`config.mk`:
```
export PLATFORM = sky130hd
export DESIGN_NAME = ldbd_core
export DESIGN_NICKNAME = d
export VERILOG_FILES = /design/src/pkg/ldbd_pkg.sv /design/src/verilog/ldbd_core.sv
export SDC_FILE = /design/constraint.sdc
export NUM_CORES = 1
export LEC_CHECK = 0
export BUFFER_PORTS_ARGS = -buffer_cell sky130_fd_sc_hd__buf_2
export CORE_MARGIN = 4
export CORE_UTILIZATION = 30
export CTS_CLUSTER_SIZE = 40
export DETAILED_ROUTE_END_ITERATION = 8
export PLACE_DENSITY = 0.54
export SLEW_MARGIN = 20
export SYNTH_ARGS = -nofsm -noshare
export SYNTH_HDL_FRONTEND = slang
export SYNTH_SLANG_ARGS = --single-unit
```
`constraint.sdc`:
```
create_clock -name ref_clk -period 4.7 [get_ports ref_clk]
set_input_delay 0.94 -clock ref_clk [delete_from_list [all_inputs] [get_ports ref_clk]]
set_output_delay 0.94 -clock ref_clk [all_outputs]
set_load 0.01 [all_outputs]
```
`src/pkg/ldbd_pkg.sv`:
```
// constants and types for the led driver bus slave and dimming core
package ldbd_pkg;
   // ----------------------------------------
   // timing
   // ----------------------------------------
   localparam int CLK_PERIOD_NS = 100;
   localparam int OSC_PERIOD_NS = 40;
   localparam int STEP_CYC = (OSC_PERIOD_NS / CLK_PERIOD_NS > 0) ?
      OSC_PERIOD_NS / CLK_PERIOD_NS : 1;
   localparam logic [3:0] STEP_LAST = 4'(STEP_CYC - 1);
   localparam int PWM_STEPS = 256;
   localparam int DIM_STEP_NS = 20480;
   localparam int DIM_PER = DIM_STEP_NS / (OSC_PERIOD_NS * PWM_STEPS);
   localparam logic [1:0] DIM_LAST = 2'(DIM_PER - 1);
   localparam int BLINK_MULT = 8;
   // ----------------------------------------
   // sizes and register pointers
   // ----------------------------------------
   localparam int CHANNELS = 16;
   localparam int REG_NUM = 28;
   localparam logic [3:0] BYTE_BITS = 4'h8;
   localparam logic [4:0] PTR_PRIMARY = 5'h00;
   localparam logic [4:0] PTR_SECOND = 5'h01;
   localparam logic [4:0] PTR_DUTY0 = 5'h02;
   localparam logic [4:0] PTR_GDUTY = 5'h12;
   localparam logic [4:0] PTR_GFREQ = 5'h13;
   localparam logic [4:0] PTR_MODE0 = 5'h14;
   localparam logic [4:0] PTR_SUB1 = 5'h18;
   localparam logic [4:0] PTR_GROUP = 5'h1b;
   localparam logic [4:0] PTR_LAST = 5'h1b;
   localparam int PRI_GROUP_EN = 0;
   localparam int PRI_SUB1_EN = 1;
   localparam int SEC_BLINK = 5;
   localparam int CTRL_AI = 7;
   // ----------------------------------------
   // reset values and addresses
   // ----------------------------------------
   localparam logic [7:0] RST_PRIMARY = 8'h01;
   localparam logic [7:0] RST_GDUTY = 8'hff;
   localparam logic [7:0] RST_GROUP = 8'hd0;
   localparam logic [7:0] RST_SUB1 = 8'hd2;
   localparam logic [7:0] RST_SUB2 = 8'hd4;
   localparam logic [7:0] RST_SUB3 = 8'hd8;
   localparam logic [2:0] SLAVE_BASE = 3'h6;
   localparam logic [6:0] RESET_CALL_ADDR = 7'h6b;
   localparam logic [7:0] RESET_CALL_BYTE1 = 8'ha5;
   localparam logic [7:0] RESET_CALL_BYTE2 = 8'h5a;
   localparam logic [1:0] RESET_CALL_DONE = 2'h2;
   // ----------------------------------------
   // led mode codes and types
   // ----------------------------------------
   localparam logic [1:0] MODE_OFF = 2'h0;
   localparam logic [1:0] MODE_ON = 2'h1;
   localparam logic [1:0] MODE_PWM = 2'h2;
   localparam logic [1:0] MODE_GRP = 2'h3;
   typedef enum logic [5:0] {
      ST_IDLE = 6'b000001,
      ST_ADDR = 6'b000010,
      ST_WDATA = 6'b000100,
      ST_ACK = 6'b001000,
      ST_RDATA = 6'b010000,
      ST_MACK = 6'b100000
   } ldbd_state_t;
   typedef struct packed {
      logic start;
      logic stop;
      logic rise;
      logic fall;
   } ldbd_bus_ev_t;
endpackage

```
`src/verilog/ldbd_core.sv`:
```
// bus slave, reset call and pwm dimming core of the led driver
`timescale 1ns/1ps
`default_nettype none
module ldbd_core (
   // clock and reset
   input wire logic ref_clk,
   input wire logic rstn,
   // address straps
   input wire logic [3:0] addrPins,
   // bus pins
   input wire logic sclI,
   input wire logic sdaI,
   output logic sdaO,
   output logic sdaOe,
   // led sinks, high pulls the pin low
   output logic [ldbd_pkg::CHANNELS-1:0] ledSinkOe,
   // status
   output logic standby
);
   import ldbd_pkg::*;

   // ----------------------------------------
   // pin synchronisers
   // ----------------------------------------
   logic [2:0] sclQ;
   logic [2:0] sdaQ;
   logic [3:0] pinS1Q;
   logic [3:0] pinQ;
   ldbd_bus_ev_t ev;

   always_ff @(posedge ref_clk) begin
      if (!rstn) begin
         sclQ <= 3'h7;
         sdaQ <= 3'h7;
         pinS1Q <= 4'h0;
         pinQ <= 4'h0;
      end else begin
         sclQ <= {sclQ[1:0], sclI};
         sdaQ <= {sdaQ[1:0], sdaI};
         pinS1Q <= addrPins;
         pinQ <= pinS1Q;
      end
   end

   always_comb begin
      ev.start = sclQ[1] & sclQ[2] & sdaQ[2] & ~sdaQ[1];
      ev.stop = sclQ[1] & sclQ[2] & ~sdaQ[2] & sdaQ[1];
      ev.rise = sclQ[1] & ~sclQ[2];
      ev.fall = ~sclQ[1] & sclQ[2];
   end

   // ----------------------------------------
   // bus state machine and registers
   // ----------------------------------------
   ldbd_state_t stateQ, stateD, afterQ, afterD;
   logic [3:0] bitQ, bitD;
   logic [7:0] shQ, shD;
   logic callQ, callD;
   logic [1:0] stageQ, stageD;
   logic firstQ, firstD;
   logic [4:0] ptrQ, ptrD;
   logic aiQ, aiD;
   logic mAckQ, mAckD;
   logic sdaOeQ, sdaOeD;
   logic swRstQ, swRstD;
   logic [7:0] regQ [REG_NUM];
   logic [7:0] regD [REG_NUM];
   logic clrAll;
   logic [6:0] addr7;
   logic isCall, hitCall, hitAddr, callOk;
   logic [7:0] rdByte;
   logic [4:0] nextPtr;

   assign clrAll = !rstn || swRstQ;

   always_comb begin
      addr7 = shQ[7:1];
      isCall = addr7 == RESET_CALL_ADDR;
      hitCall = isCall && !shQ[0];
      hitAddr = addr7 == {SLAVE_BASE, pinQ};
      if (regQ[PTR_PRIMARY][PRI_GROUP_EN] && addr7 == regQ[PTR_GROUP][7:1])
         hitAddr = 1'b1;
      for (int i = 0; i < 3; i++) begin
         if (regQ[PTR_PRIMARY][PRI_SUB1_EN+i] &&
             addr7 == regQ[int'(PTR_SUB1)+i][7:1])
            hitAddr = 1'b1;
      end
      hitAddr = hitCall || (!isCall && hitAddr);
      callOk = (stageQ == 2'h0 && shQ == RESET_CALL_BYTE1) ||
               (stageQ == 2'h1 && shQ == RESET_CALL_BYTE2);
      rdByte = (ptrQ <= PTR_LAST) ? regQ[ptrQ] : 8'h00;
      if (!aiQ)
         nextPtr = ptrQ;
      else if (ptrQ >= PTR_LAST)
         nextPtr = 5'h00;
      else
         nextPtr = ptrQ + 5'h01;
   end

   always_comb begin
      stateD = stateQ;
      afterD = afterQ;
      bitD = bitQ;
      shD = shQ;
      callD = callQ;
      stageD = stageQ;
      firstD = firstQ;
      ptrD = ptrQ;
      aiD = aiQ;
      mAckD = mAckQ;
      sdaOeD = sdaOeQ;
      swRstD = 1'b0;
      regD = regQ;
      if (ev.stop) begin
         // reset only after both bytes acked
         swRstD = callQ && stageQ == RESET_CALL_DONE;
         stateD = ST_IDLE;
         sdaOeD = 1'b0;
      end else if (ev.start) begin
         // repeated start drops any half-done reset call
         stateD = ST_ADDR;
         bitD = 4'h0;
         stageD = 2'h0;
         callD = 1'b0;
         sdaOeD = 1'b0;
      end else begin
         unique case (stateQ)
            ST_IDLE: begin
            end
            ST_ADDR, ST_WDATA: begin
               if (ev.rise && bitQ != BYTE_BITS) begin
                  shD = {shQ[6:0], sdaQ[1]};
                  bitD = bitQ + 4'h1;
               end else if (ev.fall && bitQ == BYTE_BITS) begin
                  bitD = 4'h0;
                  stateD = ST_IDLE;
                  if (stateQ == ST_ADDR) begin
                     if (hitAddr) begin
                        sdaOeD = 1'b1;
                        stateD = ST_ACK;
                        afterD = shQ[0] ? ST_RDATA : ST_WDATA;
                        callD = hitCall;
                        firstD = 1'b1;
                     end
                  end else if (callQ) begin
                     // a bad byte aborts the call
                     if (callOk) begin
                        sdaOeD = 1'b1;
                        stateD = ST_ACK;
                        afterD = ST_WDATA;
                        stageD = stageQ + 2'h1;
                     end else begin
                        stageD = 2'h0;
                     end
                  end else begin
                     sdaOeD = 1'b1;
                     stateD = ST_ACK;
                     afterD = ST_WDATA;
                     firstD = 1'b0;
                     if (firstQ) begin
                        ptrD = shQ[4:0];
                        aiD = shQ[CTRL_AI];
                     end else begin
                        if (ptrQ <= PTR_LAST)
                           regD[ptrQ] = shQ;
                        ptrD = nextPtr;
                     end
                  end
               end
            end
            ST_ACK: begin
               if (ev.fall) begin
                  stateD = afterQ;
                  sdaOeD = 1'b0;
                  if (afterQ == ST_RDATA) begin
                     shD = rdByte;
                     sdaOeD = ~rdByte[7];
                     ptrD = nextPtr;
                  end
               end
            end
            ST_RDATA: begin
               if (ev.fall) begin
                  if (bitQ == BYTE_BITS - 4'h1) begin
                     bitD = 4'h0;
                     sdaOeD = 1'b0;
                     stateD = ST_MACK;
                  end else begin
                     bitD = bitQ + 4'h1;
                     shD = {shQ[6:0], 1'b0};
                     sdaOeD = ~shQ[6];
                  end
               end
            end
            ST_MACK: begin
               if (ev.rise) begin
                  mAckD = ~sdaQ[1];
               end else if (ev.fall) begin
                  // master nack ends the read
                  stateD = ST_IDLE;
                  if (mAckQ) begin
                     shD = rdByte;
                     sdaOeD = ~rdByte[7];
                     ptrD = nextPtr;
                     stateD = ST_RDATA;
                  end
               end
            end
         endcase
      end
   end

   always_ff @(posedge ref_clk) begin
      if (clrAll) begin
         stateQ <= ST_IDLE;
         afterQ <= ST_IDLE;
         bitQ <= 4'h0;
         shQ <= 8'h00;
         callQ <= 1'b0;
         stageQ <= 2'h0;
         firstQ <= 1'b0;
         ptrQ <= 5'h00;
         aiQ <= 1'b0;
         mAckQ <= 1'b0;
         sdaOeQ <= 1'b0;
         swRstQ <= 1'b0;
         for (int i = 0; i < REG_NUM; i++)
            regQ[i] <= 8'h00;
         regQ[PTR_PRIMARY] <= RST_PRIMARY;
         regQ[PTR_GDUTY] <= RST_GDUTY;
         regQ[PTR_SUB1] <= RST_SUB1;
         regQ[PTR_SUB1+5'h01] <= RST_SUB2;
         regQ[PTR_SUB1+5'h02] <= RST_SUB3;
         regQ[PTR_GROUP] <= RST_GROUP;
      end else begin
         stateQ <= stateD;
         afterQ <= afterD;
         bitQ <= bitD;
         shQ <= shD;
         callQ <= callD;
         stageQ <= stageD;
         firstQ <= firstD;
         ptrQ <= ptrD;
         aiQ <= aiD;
         mAckQ <= mAckD;
         sdaOeQ <= sdaOeD;
         swRstQ <= swRstD;
         regQ <= regD;
      end
   end

   // ----------------------------------------
   // pwm and group signal
   // ----------------------------------------
   logic [3:0] divQ, divD;
   logic [7:0] pwmQ, pwmD;
   logic [1:0] perQ, perD;
   logic [10:0] preQ, preD;
   logic [7:0] grpQ, grpD;
   logic [CHANNELS-1:0] ledQ, ledD;
   logic standbyQ, standbyD;
   logic stepEn, blink, grpOn, pwmOn;
   logic [10:0] preLast;
   logic [1:0] mode;

   always_comb begin
      divD = divQ;
      pwmD = pwmQ;
      perD = perQ;
      preD = preQ;
      grpD = grpQ;
      stepEn = divQ == STEP_LAST;
      divD = stepEn ? 4'h0 : divQ + 4'h1;
      // one shared group counter, blink only stretches it
      blink = regQ[PTR_SECOND][SEC_BLINK];
      // blink step scales with the period register
      preLast = blink ?
         11'(BLINK_MULT * (int'(regQ[PTR_GFREQ]) + 1) - 1) : 11'h000;
      if (stepEn) begin
         pwmD = pwmQ + 8'h01;
         if (pwmQ == 8'hff) begin
            // group step spans two pwm periods when blink is off
            perD = (perQ == DIM_LAST) ? 2'h0 : perQ + 2'h1;
            if (perQ == DIM_LAST) begin
               preD = (preQ >= preLast) ? 11'h000 : preQ + 11'h001;
               if (preQ >= preLast)
                  grpD = grpQ + 8'h01;
            end
         end
      end
      grpOn = regQ[PTR_GDUTY] > grpQ;
      standbyD = 1'b1;
      for (int i = 0; i < CHANNELS; i++) begin
         mode = regQ[int'(PTR_MODE0) + i / 4][2*(i%4) +: 2];
         pwmOn = regQ[int'(PTR_DUTY0) + i] > pwmQ;
         unique case (mode)
            MODE_OFF: ledD[i] = 1'b0;
            MODE_ON: ledD[i] = 1'b1;
            MODE_PWM: ledD[i] = pwmOn;
            MODE_GRP: ledD[i] = pwmOn & grpOn;
         endcase
         if (mode != MODE_OFF)
            standbyD = 1'b0;
      end
   end

   always_ff @(posedge ref_clk) begin
      if (clrAll) begin
         divQ <= 4'h0;
         pwmQ <= 8'h00;
         perQ <= 2'h0;
         preQ <= 11'h000;
         grpQ <= 8'h00;
         ledQ <= '0;
         standbyQ <= 1'b1;
      end else begin
         divQ <= divD;
         pwmQ <= pwmD;
         perQ <= perD;
         preQ <= preD;
         grpQ <= grpD;
         ledQ <= ledD;
         standbyQ <= standbyD;
      end
   end

   // ----------------------------------------
   // outputs
   // ----------------------------------------
   // open-drain data pin only ever drives low
   always_ff @(posedge ref_clk) begin
      sdaO <= 1'b0;
   end
   assign sdaOe = sdaOeQ;
   assign ledSinkOe = ledQ;
   assign standby = standbyQ;
endmodule // ldbd_core
`default_nettype wire

```
==> impl_summary.txt <==
----------------------------------------------------
[Run status]
  Status ... finished, final reports clean

[GRT]
  Via count of the first global-routing pass ... 15,102
  Global Route Usage Sum ... 0.173
  Initial antenna violation count ... 0
  First-pass GRT wire length ... 90,500 µm
  Overflow after GRT ... 0
  Largest net degree at the start of global routing ... 103

[Timing]
  Final hold violations ... 0
  Total negative setup slack ... 0 ps
  Share of the clock period used by the worst path ... 0.711
  Final critical-path setup slack ... 1360 ps
  Unrepaired setup endpoints after global routing ... false
  Clk_skew ... 23.5 ps
  Max Clk Rate ... 299 MHz
  Tightest Pin Transition ... 1150 ps
  Time the worst path needs with I/O delays and setup ... 3340 ps
  Number of setup violations in the final report ... 0
  Max-slew violations ... 0
  Worst slew margin relative to its limit ... 0.231

[Logic synthesis]
  Top flip-flop cell by instance count after synthesis ... sky130_fd_sc_hd__dfxtp_1
  FF+latch count, synth ... 322
  Syn. warnings ... 0
  Library cell occupying the most area in the post-synthesis netlist ... sky130_fd_sc_hd__dfxtp_1
  Top-count cell post-synth ... sky130_fd_sc_hd__dfxtp_1
  Number of distinct library cells after synthesis ... 72
  Synthesized net count ... 2,213
  Post-synthesis area per instance ... 9.03 µm²
  Area contributors post-synth ... sky130_fd_sc_hd__dfxtp_1 35%, sky130_fd_sc_hd__ha_1 11%, sky130_fd_sc_hd__mux2i_1 7.8%
  Synthesized netlist cell count ... 2,043
  EDFF count, synth ... 0
  Post-synthesis sequential area ratio ... 0.349
  Post-synthesis cell area ... 18,500 µm²
  Proportion of synthesized flip-flops having asynchronous set or reset ... 0
  Top cell types by occurrence after synthesis ... 322 x sky130_fd_sc_hd__dfxtp_1, 201 x sky130_fd_sc_hd__nor2_1, 192 x sky130_fd_sc_hd__nand2_1, 162 x sky130_fd_sc_hd__ha_1, 144 x sky130_fd_sc_hd__mux2i_1
  Yosys top cell area share ... 0.349

[Critical path]
  Crit Path Class ... reg -> reg
  Startpoint type of the worst setup path ... flop
  FF-to-FF setup slack ... 1360 ps
  Worst-path cell chain ... buf_4, mux4_2, mux2_2, and3_1, nor3_1, o22ai_1, a31oi_1, o21a_1
  Delay of the slowest cell on the worst path ... 650 ps
  Cell with the largest stage delay on the worst path ... sky130_fd_sc_hd__dfxtp_4
  Largest driver fanout on the critical path ... 35
  Required time at the worst-slack endpoint ... 5200 ps
  Arrival time at the worst endpoint ... 3840 ps
  CP Capture Type ... flop
  Sum of buffers and inverters on the critical path ... 1
  Worst path top cell family by delay ... multiplexers

[Placement]
  I/O Buffers ... 25
  Number of placed instances with taps included ... 2,751
  Placer congestion estimate ... 0.876
  Sum of net half-perimeters after detailed placement ... 39,200 µm
  Post-placement worst setup slack ... 1360 ps

[Floorplanning]
  FP Rows ... 90
  Die span in x ... 256 µm
  Die extent in y ... 256 µm
  Effective utilization at floorplan ... 0.305
  Placeable Area ... 60,600 µm²
  Area of the die ... 65,500 µm²
  Top-Level Pins ... 27

[Drt]
  Routed wirelength normalized by instance count ... 20.5 µm
  Total wirelength of the detailed-routed design ... 57,800 µm
  # DRC ... 0
  DRT antenna net count ... 0
  Routed via count divided by cell count ... 5.45
  1st-iter DRT viols ... 1,324
  Vias after detailed routing ... 15,388
  Detailed Routing Iterations Pass 1 ... 5

[Finish]
  Filler-free cell count of the finished design ... 2,822
  Multi-input combinational cell area ... 11,200 µm²
  Proportion of layout cells with a drive suffix above 1 ... 0.114
  FILL cells ... 6,213
  Count of nets after finishing ... 2,181
  Antenna cells ... 0
  Post-Route Utilization ... 0.340
  Synth-to-Final Area Change ... 11.5%
  Reg area ... 6460 µm²

[Clocking]
  Post-CTS Hold Buffers ... 0
  CTS tree ... built
  Clock sinks ... 322
  Total clock buffers created by CTS ... 40
  Post_cts resized ... 0
  Clock latency on the worst-skew pair ... 570 ps
  Clock-pin slew on the worst setup and hold paths ... 60 ps
  Root Buffer ... sky130_fd_sc_hd__clkbuf_16
  Number of buffers on the longest clock path ... 3
  Buffers inserted by post-CTS timing repair ... 0
  H-tree levels ... 2

[Power and ir drop]
  Peak VDD IR ... 0.000194 V
  Pleak ... 8.58 nW
  Power per standard cell area ... 296 nW/µm²

[Min path]
  HP Class ... reg -> reg

[Run]
  Number of maximum-capacitance violations ... 0

----------------------------------------------------
## flip-flops by register name, summed over array words and instances (netlist names), 2 cells and up
register / count
afterQ: 3
bitQ: 4
divQ: 4
grpQ: 8
ledSinkOe: 16
mode: 2
perQ: 2
pinQ: 4
pinS1Q: 4
preQ: 11
ptrQ: 5
pwmQ: 8
regQ: 221
sclQ: 3
sdaQ: 3
shQ: 8
stageQ: 2
stateQ: 6
## per-layer routing
layer  routed length (µm)  track usage
met5                    0            0
met4                 1430       0.0469
met3                 3480       0.0326
met2                26300        0.277
met1                26600        0.239
## cell usage in the layout, fill, tap and decap left out, types with 5 or more instances in the layout
master,n
sky130_fd_sc_hd__o2111a_1,6
sky130_fd_sc_hd__nor3_1,21
sky130_fd_sc_hd__a22oi_1,18
sky130_fd_sc_hd__clkbuf_16,42
sky130_fd_sc_hd__ha_1,162
sky130_fd_sc_hd__o21a_1,45
sky130_fd_sc_hd__nand2_1,192
sky130_fd_sc_hd__a21o_1,26
sky130_fd_sc_hd__a211o_1,6
sky130_fd_sc_hd__a31oi_1,9
sky130_fd_sc_hd__a211oi_1,13
sky130_fd_sc_hd__mux4_2,54
sky130_fd_sc_hd__buf_4,28
sky130_fd_sc_hd__nand2b_1,13
sky130_fd_sc_hd__a21oi_1,137
sky130_fd_sc_hd__dfxtp_1,316
sky130_fd_sc_hd__a21bo_2,7
sky130_fd_sc_hd__mux2i_1,144
sky130_fd_sc_hd__buf_2,25
sky130_fd_sc_hd__clkbuf_1,11
sky130_fd_sc_hd__nand2_2,11
sky130_fd_sc_hd__nand3b_1,10
sky130_fd_sc_hd__clkinv_2,6
sky130_fd_sc_hd__nand4_1,36
sky130_fd_sc_hd__and3_1,28
sky130_fd_sc_hd__and2_1,12
sky130_fd_sc_hd__xor2_1,11
sky130_fd_sc_hd__xnor2_1,49
sky130_fd_sc_hd__nor4_1,12
sky130_fd_sc_hd__nor2b_1,22
sky130_fd_sc_hd__nand3_1,129
sky130_fd_sc_hd__inv_1,58
sky130_fd_sc_hd__o211ai_1,12
sky130_fd_sc_hd__mux2_2,8
sky130_fd_sc_hd__nand2_4,5
sky130_fd_sc_hd__nor2_1,201
sky130_fd_sc_hd__o21ai_0,62
sky130_fd_sc_hd__clkbuf_8,9
## report_power, final
group          internal [W]  total (W)  leakage, nW  switching [W]
registers           0.00274    0.00275         2.60      0.0000109
clock network       0.00183    0.00308        0.644        0.00125
logic              0.000111   0.000268         5.34       0.000157
total               0.00468    0.00610         8.58        0.00142
## worst register-to-register path: cells and delay by family, from the launching register on
kind,cells,cell delay [ps]
muxes,2,900
AOI/OAI and AO/OA,3,590
DFF,1,650
buffers and inverters,1,570
and+or+nand+nor,2,580
## path summary, 6_finish.rpt
kind,start,end,depth (start not counted)
setup / recovery,ptrQ[1],sdaOe,8
hold / removal,sdaQ[0],sdaQ[1],1
setup reg to reg,ptrQ[1],sdaOe,8
hold reg to reg,sdaQ[0],sdaQ[1],1
## kinds of logic (layout without fill, tap and decap cells)
group | Yosys count | in the layout | share of synthesized area
multiplexers | 206 | 206 | 0.149
other | 1 | 1 | 0.000203
AND/OR/NAND/NOR | 735 | 735 | 0.194
adder cells (fa/ha/maj) | 162 | 162 | 0.110
XOR/XNOR | 60 | 60 | 0.0285
flip-flops | 322 | 322 | 0.349
AO/OA/AOI/OAI | 368 | 368 | 0.126
buffers and inverters | 189 | 186 | 0.0438
## through the flow
step                instance area [µm²]  hold WS, ps  total power [W]
floorplan                         18500          386          0.00300
global placement                  19300          396          0.00306
detailed placement                19300          397          0.00307
CTS                               20600          410          0.00618
global route                      20600          425          0.00632
finish                            20600          405          0.00610
## layout make-up
type / count / share of cell area
clock buffers: 62 / 0.0591
well taps: 782 / 0.0476
clock inverters: 9 / 0.00414
multi-input cells: 1532 / 0.546
flip-flops and latches: 322 / 0.314
repair buffers: 55 / 0.0182
inverters: 60 / 0.0109
Note: power is estimated with default switching activity, not from simulation.
